### src/lcrs_pkg.sv
package lcrs_pkg;

    // Clock
    localparam int CLK_PERIOD_NS       = 10;

    // Shift clocks: least period, split into two equal halves
    localparam int SHIFT_PERIOD_MIN_NS = 25;
    localparam int SHIFT_PERIOD_MIN_CYC =
        (SHIFT_PERIOD_MIN_NS + CLK_PERIOD_NS - 1) / CLK_PERIOD_NS;
    localparam int PIX_HALF_CYC        = (SHIFT_PERIOD_MIN_CYC + 1) / 2;
    localparam int PIX_CYC             = 2 * PIX_HALF_CYC;

    // Reset gate least high time
    localparam int RG_HIGH_MIN_NS      = 5;
    localparam int RG_HIGH_CYC_RAW     =
        (RG_HIGH_MIN_NS + CLK_PERIOD_NS - 1) / CLK_PERIOD_NS;
    localparam int RG_HIGH_CYC = (RG_HIGH_CYC_RAW < 1) ? 1 : RG_HIGH_CYC_RAW;

    // Transfer sequence
    localparam int TG_PRE_MIN_NS       = 0;
    localparam int TG_PRE_CYC_RAW      =
        (TG_PRE_MIN_NS + CLK_PERIOD_NS - 1) / CLK_PERIOD_NS;
    localparam int TG_PRE_CYC  = (TG_PRE_CYC_RAW < 1) ? 1 : TG_PRE_CYC_RAW;
    localparam int PG_HIGH_MIN_NS      = 100;
    localparam int PG_HIGH_CYC         =
        (PG_HIGH_MIN_NS + CLK_PERIOD_NS - 1) / CLK_PERIOD_NS;
    localparam int PG_TO_TG_MIN_NS     = 5;
    localparam int PG_TO_TG_CYC_RAW    =
        (PG_TO_TG_MIN_NS + CLK_PERIOD_NS - 1) / CLK_PERIOD_NS;
    localparam int PG_TO_TG_CYC =
        (PG_TO_TG_CYC_RAW < 1) ? 1 : PG_TO_TG_CYC_RAW;

    // Cycles after the last dump before its sample has crossed the sync stage
    localparam int SYNC_DEPTH          = 2;

    // Widths
    localparam int ADC_W  = 12;
    localparam int PIX_W  = 11;
    localparam int PH_W   = 2;
    localparam int CNT_W  = 8;
    localparam int GAP_W  = 16;

    // Array variants and their last element index
    localparam logic [1:0]       VAR_512   = 2'h0;
    localparam logic [1:0]       VAR_1024  = 2'h1;
    localparam logic [1:0]       VAR_2048  = 2'h2;
    localparam logic [PIX_W-1:0] LAST_512  = 11'h1FF;
    localparam logic [PIX_W-1:0] LAST_1024 = 11'h3FF;
    localparam logic [PIX_W-1:0] LAST_2048 = 11'h7FF;

    typedef enum logic [7:0] {
        ST_IDLE  = 8'h01,
        ST_SETUP = 8'h02,
        ST_TG    = 8'h04,
        ST_PG    = 8'h08,
        ST_PGLO  = 8'h10,
        ST_READ  = 8'h20,
        ST_TAIL  = 8'h40,
        ST_GAP   = 8'h80
    } lcrs_state_t;

    typedef struct packed {
        logic shift_phase_one;
        logic shift_phase_two;
        logic sense_node_reset_gate;
        logic overflow_drain_gate;
        logic diode_to_register_gate;
        logic storage_push_gate;
    } lcrs_pins_t;

    typedef struct packed {
        logic             last;
        logic [PIX_W-1:0] index;
        logic [ADC_W-1:0] data;
    } lcrs_word_t;

    localparam int WORD_W = $bits(lcrs_word_t);

endpackage

### src/lcrs_buffer.sv
`timescale 1ns/1ns
module lcrs_buffer #(
    parameter int WIDTH = 24,
    parameter int DEPTH = 2
) (
    input  wire logic             clk,
    input  wire logic             nrst,
    input  wire logic             in_valid,
    output logic                  in_ready,
    input  wire logic [WIDTH-1:0] in_data,
    output logic                  out_valid,
    input  wire logic             out_ready,
    output logic      [WIDTH-1:0] out_data
);
    localparam int PW = (DEPTH > 1) ? $clog2(DEPTH) : 1;
    localparam int CW = $clog2(DEPTH + 1);

    typedef struct packed {
        logic [DEPTH-1:0][WIDTH-1:0] mem;
        logic [PW-1:0]               wr;
        logic [PW-1:0]               rd;
        logic [CW-1:0]               cnt;
    } lcrs_buf_t;

    lcrs_buf_t s_q;
    lcrs_buf_t s_d;
    logic      do_wr;
    logic      do_rd;

    assign in_ready  = (s_q.cnt != CW'(DEPTH));
    assign out_valid = (s_q.cnt != '0);
    assign out_data  = s_q.mem[s_q.rd];

    always_comb begin
        s_d   = s_q;
        do_wr = in_valid && in_ready;
        do_rd = out_valid && out_ready;
        if (do_wr) begin
            s_d.mem[s_q.wr] = in_data;
            s_d.wr = (s_q.wr == PW'(DEPTH - 1)) ? '0 : s_q.wr + PW'(1);
        end
        if (do_rd) begin
            s_d.rd = (s_q.rd == PW'(DEPTH - 1)) ? '0 : s_q.rd + PW'(1);
        end
        if (do_wr && !do_rd) begin
            s_d.cnt = s_q.cnt + CW'(1);
        end else if (do_rd && !do_wr) begin
            s_d.cnt = s_q.cnt - CW'(1);
        end
    end

    always_ff @(posedge clk or negedge nrst) begin
        if (!nrst) begin
            s_q <= '0;
        end else begin
            s_q <= s_d;
        end
    end

endmodule

### src/lcrs_sequencer.sv
`timescale 1ns/1ns
module lcrs_sequencer
    import lcrs_pkg::*;
(
    input  wire logic             clk,
    input  wire logic             nrst,
    input  wire logic             run,
    input  wire logic [1:0]       cfg_variant,
    input  wire logic [GAP_W-1:0] cfg_gap,
    input  wire logic [GAP_W-1:0] cfg_exposure,
    input  wire logic             cfg_expo_en,
    input  wire logic [ADC_W-1:0] adc_data,
    output lcrs_pins_t            pins,
    output logic                  busy,
    output logic                  out_valid,
    input  wire logic             out_ready,
    output lcrs_word_t            out_word
);

    typedef struct packed {
        lcrs_state_t      state;
        logic [PH_W-1:0]  ph;
        logic [PIX_W-1:0] pix;
        logic [CNT_W-1:0] cnt;
        logic [GAP_W-1:0] gap;
        logic [PIX_W-1:0] last_pix;
        logic [GAP_W-1:0] gap_len;
        logic [GAP_W-1:0] exp_len;
        logic             ab_en;
        logic [ADC_W-1:0] adc_s1;
        logic [ADC_W-1:0] adc_s2;
        lcrs_pins_t       pins;
    } lcrs_seq_t;

    lcrs_seq_t  s_q;
    lcrs_seq_t  s_d;
    logic       push;
    logic       buf_ready;
    lcrs_word_t push_word;
    logic       in_read;
    logic       h1_low;

    lcrs_buffer #(
        .WIDTH (WORD_W),
        .DEPTH (2)
    ) u_buf (
        .clk       (clk),
        .nrst      (nrst),
        .in_valid  (push),
        .in_ready  (buf_ready),
        .in_data   (push_word),
        .out_valid (out_valid),
        .out_ready (out_ready),
        .out_data  (out_word)
    );

    assign pins = s_q.pins;
    assign busy = (s_q.state != ST_IDLE);

    always_comb begin
        s_d       = s_q;
        push      = 1'b0;
        push_word = '0;
        in_read   = 1'b0;
        h1_low    = 1'b0;
        s_d.adc_s1 = adc_data;
        s_d.adc_s2 = s_q.adc_s1;
        push_word.data = s_q.adc_s2;

        case (s_q.state)
            ST_IDLE, ST_GAP: begin
                if (s_q.state == ST_GAP && s_q.gap != '0) begin
                    s_d.gap = s_q.gap - GAP_W'(1);
                end else if (run) begin
                    // Settings take effect only at a line boundary
                    case (cfg_variant)
                        VAR_512:  s_d.last_pix = LAST_512;
                        VAR_1024: s_d.last_pix = LAST_1024;
                        default:  s_d.last_pix = LAST_2048;
                    endcase
                    s_d.gap_len = cfg_gap;
                    s_d.exp_len = cfg_exposure;
                    s_d.ab_en   = cfg_expo_en && (cfg_exposure < cfg_gap);
                    s_d.cnt     = CNT_W'(TG_PRE_CYC - 1);
                    s_d.state   = ST_SETUP;
                end else begin
                    s_d.state = ST_IDLE;
                end
            end
            ST_SETUP: begin
                // Shift clocks already parked, phase one high
                if (s_q.cnt != '0) begin
                    s_d.cnt = s_q.cnt - CNT_W'(1);
                end else begin
                    s_d.state = ST_TG;
                end
            end
            ST_TG: begin
                // Clocks stay parked through the whole transfer
                s_d.cnt   = CNT_W'(PG_HIGH_CYC - 1);
                s_d.state = ST_PG;
            end
            ST_PG: begin
                if (s_q.cnt != '0) begin
                    s_d.cnt = s_q.cnt - CNT_W'(1);
                end else begin
                    s_d.cnt   = CNT_W'(PG_TO_TG_CYC - 1);
                    s_d.state = ST_PGLO;
                end
            end
            ST_PGLO: begin
                if (s_q.cnt != '0) begin
                    s_d.cnt = s_q.cnt - CNT_W'(1);
                end else begin
                    // Clocks restart only as the transfer gate falls
                    s_d.ph    = '0;
                    s_d.pix   = '0;
                    s_d.state = ST_READ;
                end
            end
            ST_READ: begin
                // Previous pixel's video has passed the sync stage by now
                if (s_q.ph == PH_W'(1) && s_q.pix != '0) begin
                    push            = 1'b1;
                    push_word.index = s_q.pix - PIX_W'(1);
                end
                // Stall parks phase one high so no charge is dumped
                if (!(push && !buf_ready)) begin
                    if (s_q.ph == PH_W'(PIX_CYC - 1)) begin
                        s_d.ph = '0;
                        if (s_q.pix == s_q.last_pix) begin
                            s_d.cnt   = CNT_W'(SYNC_DEPTH - 1);
                            s_d.state = ST_TAIL;
                        end else begin
                            s_d.pix = s_q.pix + PIX_W'(1);
                        end
                    end else begin
                        s_d.ph = s_q.ph + PH_W'(1);
                    end
                end
            end
            ST_TAIL: begin
                // Last video needs SYNC_DEPTH cycles to cross the sync stage
                if (s_q.cnt != '0) begin
                    s_d.cnt = s_q.cnt - CNT_W'(1);
                end else begin
                    push            = 1'b1;
                    push_word.index = s_q.pix;
                    push_word.last  = 1'b1;
                    if (buf_ready) begin
                        s_d.gap   = s_q.gap_len;
                        s_d.state = ST_GAP;
                    end
                end
            end
            default: begin
                s_d.state = ST_IDLE;
            end
        endcase

        // A stalled sample must not slide on: the node was reset since
        if (push && !buf_ready) begin
            s_d.adc_s2 = s_q.adc_s2;
        end

        // Pin levels follow the next state so the pins come from flops
        in_read = (s_d.state == ST_READ);
        h1_low  = in_read && (s_d.ph >= PH_W'(PIX_HALF_CYC));
        s_d.pins.shift_phase_one = !h1_low;
        s_d.pins.shift_phase_two = h1_low;
        // High outside readout keeps the node cleared; inside, high only
        // in phase 0, so it is low a whole phase before phase one falls
        // and every dump lands on a freshly reset node
        s_d.pins.sense_node_reset_gate =
            !in_read ||
            (s_d.ph < PH_W'(RG_HIGH_CYC));
        s_d.pins.diode_to_register_gate =
            (s_d.state == ST_TG) || (s_d.state == ST_PG) ||
            (s_d.state == ST_PGLO);
        s_d.pins.storage_push_gate = (s_d.state == ST_PG);
        // Drain until the exposure window opens near line end; held low
        // from the window through the transfer so charge is collected
        s_d.pins.overflow_drain_gate = s_d.ab_en &&
            (in_read || (s_d.state == ST_TAIL) ||
             ((s_d.state == ST_GAP) && (s_d.gap > s_d.exp_len)));
    end

    always_ff @(posedge clk or negedge nrst) begin
        if (!nrst) begin
            s_q       <= '0;
            s_q.state <= ST_IDLE;
            // Parked: phase one high, node held at reference, gates low
            s_q.pins.shift_phase_one        <= 1'b1;
            s_q.pins.shift_phase_two        <= 1'b0;
            s_q.pins.sense_node_reset_gate  <= 1'b1;
            s_q.pins.overflow_drain_gate    <= 1'b0;
            s_q.pins.diode_to_register_gate <= 1'b0;
            s_q.pins.storage_push_gate      <= 1'b0;
        end else begin
            s_q <= s_d;
        end
    end

endmodule

### config.mk
export PLATFORM = sky130hd
export DESIGN_NAME = lcrs_sequencer
export DESIGN_NICKNAME = d
export VERILOG_FILES = /design/src/lcrs_pkg.sv /design/src/lcrs_buffer.sv /design/src/lcrs_sequencer.sv
export SDC_FILE = /design/constraint.sdc
export NUM_CORES = 1
export LEC_CHECK = 0
export BUFFER_PORTS_ARGS = -buffer_cell sky130_fd_sc_hd__buf_2
export CORE_MARGIN = 2
export CORE_UTILIZATION = 40
export CTS_BUF_LIST = sky130_fd_sc_hd__clkbuf_4
export DETAILED_ROUTE_END_ITERATION = 10
export PLACE_DENSITY = 0.61
export REMOVE_ABC_BUFFERS = 1
export SYNTH_ARGS = -nofsm -noshare
export SYNTH_HDL_FRONTEND = slang
export SYNTH_SLANG_ARGS = --single-unit
### constraint.sdc
create_clock -name clk -period 4.6 [get_ports clk]
set_input_delay 0.92 -clock clk [delete_from_list [all_inputs] [get_ports clk]]
set_output_delay 0.92 -clock clk [all_outputs]
set_load 0.02 [all_outputs]
Word level (Yosys, flattened, before mapping)
Cells that the tools add are included.
- flip-flop bits (word level): 171
- bits of input ports: 51
- output and inout bits: 32
- add/subtract/negate cells: 9
- eq/ne operators: 28
- muxes and demuxes: 46
- magnitude comparators: 7
- reduce and logical (&&, ||, !) cells: 36
- bitwise gates (word level): 1
- operators with widths (kind ; count):
    8-bit 2-to-1 mux ; 12
    24-bit 2-to-1 mux ; 3
    8-bit one-hot mux with 7 select lines ; 1
    17-bit 2-to-1 mux ; 3
    48-bit bitwise mux ; 1
    16-bit 2-to-1 mux ; 3
    11-bit one-hot mux with 2 select lines ; 2
    8-bit one-hot mux with 5 select lines ; 1
    16-bit one-hot mux with 2 select lines ; 1
    29-bit 2-to-1 mux ; 1
    13-bit one-hot mux with 2 select lines ; 1
    24-bit demux with 1-bit select ; 1
    11-bit 2-to-1 mux ; 2
    21-bit 2-to-1 mux ; 1
    19-bit 2-to-1 mux ; 1
    8-bit by 3-bit == test with 1-bit output (second input constant) ; 2
    8-bit by 4-bit == test with 1-bit output (second input constant) ; 2
    8-bit by 5-bit == test with 1-bit output (second input constant) ; 2
    8-bit by 6-bit == test with 1-bit output (second input constant) ; 2
    8-bit by 7-bit == test with 1-bit output (second input constant) ; 2
    8-bit == test (second input constant) ; 2
    16-bit > comparator ; 1
    16-bit < comparator ; 1
    2-bit inequality test (second input constant) ; 8
    other kinds (37) ; 71

Longest topological paths before layout
- word-level depth: 11
- mapped depth: 18

By module
A second synthesis with hierarchy kept.
- cell total of the unflattened synthesis: 804
- area, all modules: 8685.8 µm²
- modules (own cells, without submodules) (module ; cells an instance ; area an instance (µm²) ; times used ; sequential area each (µm²)):
    lcrs_sequencer ; 658 ; 6195.9 ; 1 ; 2781.4
    lcrs_buffer ; 146 ; 2489.9 ; 1 ; 1301.2

Worst setup path after synthesis
No wires, ideal clock.
- path type: reg2reg
- start: register s_q[74] (netlist bit)
- end: register pins[2] (netlist name)
- path buffers: 3
- clock period less this slack: 3.548 ns
- path slack: 1.052 ns
- arrival time: 3.420 ns
- cell stages (with the launch flop): 18
- required time: 4.472 ns
- cells stage by stage: dfrtp_1 > inv_1 > ha_1 > or4b_2 > or4_4 > buf_6 > nand2_2 > and3_1 > buf_4 > buf_6 > mux2i_1 > ha_1 > o21ai_0 > nand2b_1 > a31oi_1 > o22ai_1 > a21oi_1 > a21oi_1
- RTL lines (item ; RTL line ; text):
    start: declaration ; lcrs_sequencer.sv:35 ; lcrs_seq_t s_q;

==> impl_metrics.toml <==
[timing]
skew_ns = 0.02478
hold_viol_final = 0
rsz0062_at_grt = "false"
min_period_ns = 4.032
period_share_pct = 87.66
hold_ws_ns = 0.4009
setup_tns_ns = 0
slew_violations = 0
worst_pin_slew_ns = 1.100
slew-limit-headroom_pct = 26.65
setup_ws_ns = 0.5677
fmax_mhz = 248.0
finalSetupViolCount = 0

[floorplan]
start_util_pct = 40.50
die_y_um = 149.4
core-area_um2 = 20890
io_pins = 83
die_w_um = 149.4
rows = 53
dieArea_um2 = 22330

[worst_setup_path]
path_depth = 15
slowest_stage = "or4b_2"
critPathLaunchType = "flop"
worstPathArrival_ns = 4.52
rr_startpoint = "s_q[74]$_DFF_PN0_"
r2r_end = "pins[2]$_DFF_PN0_"
crit_required_ns = 5.08
r2r_slack_ns = 0.57
crit_family = "simple AND/OR/NAND/NOR gates"
cp_max_fo = 18
critPathCapture = "pins[2]$_DFF_PN0_"
reg2regPathDepth = 15
crit_type = "flop to flop"
crit_chain = "inv_1 > ha_1 > or4b_2 > or4_4 > nand2_2 > and3_1 > buf_4 > mux2i_1 > ha_1 > a211oi_1 > o211ai_1 > a31oi_1 > o22ai_1 > a21oi_1 > a21oi_1"
crit_buf_inv = 2
crit_path_end_kind = "flop"
crit_path_max_incr_delay_ns = 0.58
worstSetupStartpoint = "s_q[74]$_DFF_PN0_"

[clocking]
cts_num_sinks = 163
root_buffer = "clkbuf_4"
cts_resized = 0
numCtsBuffers = 17
cts_tree = "yes"
max-clock-path-buffers = 2
ctsHoldBuffers = 0
post_cts_buffers = 0
clk_pin_slew_ns = 0.17
clock_latency_ns = 0.60
cts_htree_levels = 4

[global_route]
grt_usage_pct = 17.57
overflow = 0
first_global_vias = 5943
grt_max_degree = 104
grt_pass1_wl_um = 30930
antenna_found_initial = 0

[synthesis]
synthAdderAreaFrac_pct = 5.916
async_flop_share_pct = 100.0
yosys_warnings = 0
synth.area.mux_share_pct = 11.30
synth-xor-area-share_pct = 1.242
synth_edf_count = 0
synth_top_family_by_area = "compound AO/OA/AOI/OAI gates"
ys_dominant_reg_cell = "dfrtp_1"
synth_area_per_cell_um2 = 10.53
synthSimpleGateAreaFrac_pct = 13.98
synth-compound-area-share_pct = 14.49
synth_cell_types = 68
synthCells = 803
seq_area_frac_synth_pct = 48.26
ys_ff_latch = 163
syn-cell-area_um2 = 8459

[finish]
nNetsFinal = 961
layout.cells.most_common_list = "160 x dfrtp_1, 81 x nand2_1, 81 x buf_2"
final_common_cell = "dfrtp_1"
antennaDiodeCount = 0
drive_gt1_share_pct = 24.12
final_core_util_pct = 45.01
area_delta_synth_final_pct = 11.15

[detailed_routing]
post-route-drc-count = 0
drt_pass1_iterations = 5
drtIter0Drc = 326
vias_per_cell = 5.356
vias = 6202
wl_per_cell_um = 16.01
drt-total-wl_um = 18540
ant_nets = 0

[min_path]
hp-class = "input pin to flop"

[placement]
globalplace.congestion = 0.8084
pre_cts_ws_ns = 0.5968
io_buffers = 82
dpl.hpwl_um = 13090

[run_status]
status = "finished clean"

[power_and_ir_drop]
powerDensity_nw_per_um2 = 423.4
max-vdd-ir-drop_mv = 0.2177
power.leakage_nw = 4.588

[flow_run]
max-cap-violations = 0
## metal layers
metal / share of wire, % / vias to the layer above / global-route usage, % / wire (um)
li1: - / 3061 / - / -
met3: 4.0 / 18 / 3.293 / 746
met2: 47 / 121 / 28.21 / 8725
met5: 0 / - / 0 / 0
met1: 48 / 3002 / 24.27 / 8818
met4: 1.4 / 0 / 5.190 / 252
## layout make-up
| type | count | area (um2) |
|---|---|---|
| sequential | 163 | 4083 |
| tap | 275 | 344.1 |
| fill | 2016 | 11490 |
| multi-input combinational | 547 | 3970 |
| clock buffer | 17 | 127.6 |
| clock inverter | 15 | 182.7 |
| timing repair buffer | 94 | 519.2 |
| inverter | 47 | 176.4 |
## how the worst min path moves through the flow
stage                                  from                       end  slack [ns]  cells after the start
after floorplan           s_q[30]$_DFF_PN0_         s_q[30]$_DFF_PN0_        0.43                      2
after global placement    s_q[22]$_DFF_PN0_  push_word[4]$_DFFE_PN0N_        0.46                      1
after detailed placement  s_q[25]$_DFF_PN0_  push_word[7]$_DFFE_PN0N_        0.46                      1
after CTS                       adc_data[0]         s_q[18]$_DFF_PN0_        0.37                      1
after global routing            adc_data[0]         s_q[18]$_DFF_PN0_        0.35                      1
final                           adc_data[0]         s_q[18]$_DFF_PN0_        0.40                      1
## cells in the mapped netlist, types with 9 or more instances
library cell  instances  area [um2]
nor4_1               12       75.07
or4_1                12       90.09
o31ai_1              15       112.6
inv_1                47       176.4
a21oi_1              33       165.2
nor2_1               30       112.6
nand3_1              13       65.06
nand4_1               9       56.30
o21ai_0              71       355.3
nand2_1              81       304.0
ha_1                 40       500.5
mux2i_1              19       190.2
clkbuf_1             28       105.1
mux2_2               68       765.7
dfrtp_1             160        4004
or3_1                11       68.82
## per-stage QoR
stage / power (W) / cells / instance area (um2)
3_5_place_dp: 0.003112 / 1126 / 9092
4_1_cts: 0.004029 / 1158 / 9403
6_report: 0.003981 / 1158 / 9403
5_1_grt: 0.004287 / 1158 / 9403
2_1_floorplan: 0.002668 / 757 / 8229
3_3_place_gp: 0.003087 / 1126 / 9092
## state kept, by name, summed over array words and instances (netlist names)
name / flops
u_buf.s_q: 52
s_q: 93
push_word: 12
pins: 6
## kinds of logic after synthesis
family	Yosys count
multiplexers	87
flip-flops	163
AO/OA/AOI/OAI	187
XOR/XNOR	12
AND/OR/NAND/NOR	221
buffers and inverters	93
adder cells (fa/ha/maj)	40
## power by group
part	total [W]	internal [W]	switching, W	leakage, nW
clock network	0.000905	0.000304	0.000601	0.167
logic	0.00129	0.000464	0.000823	2.28
registers	0.00179	0.00165	0.000143	2.14
total	0.00398	0.00241	0.00157	4.59
No activity file was read; power rests on OpenSTA's default activity.
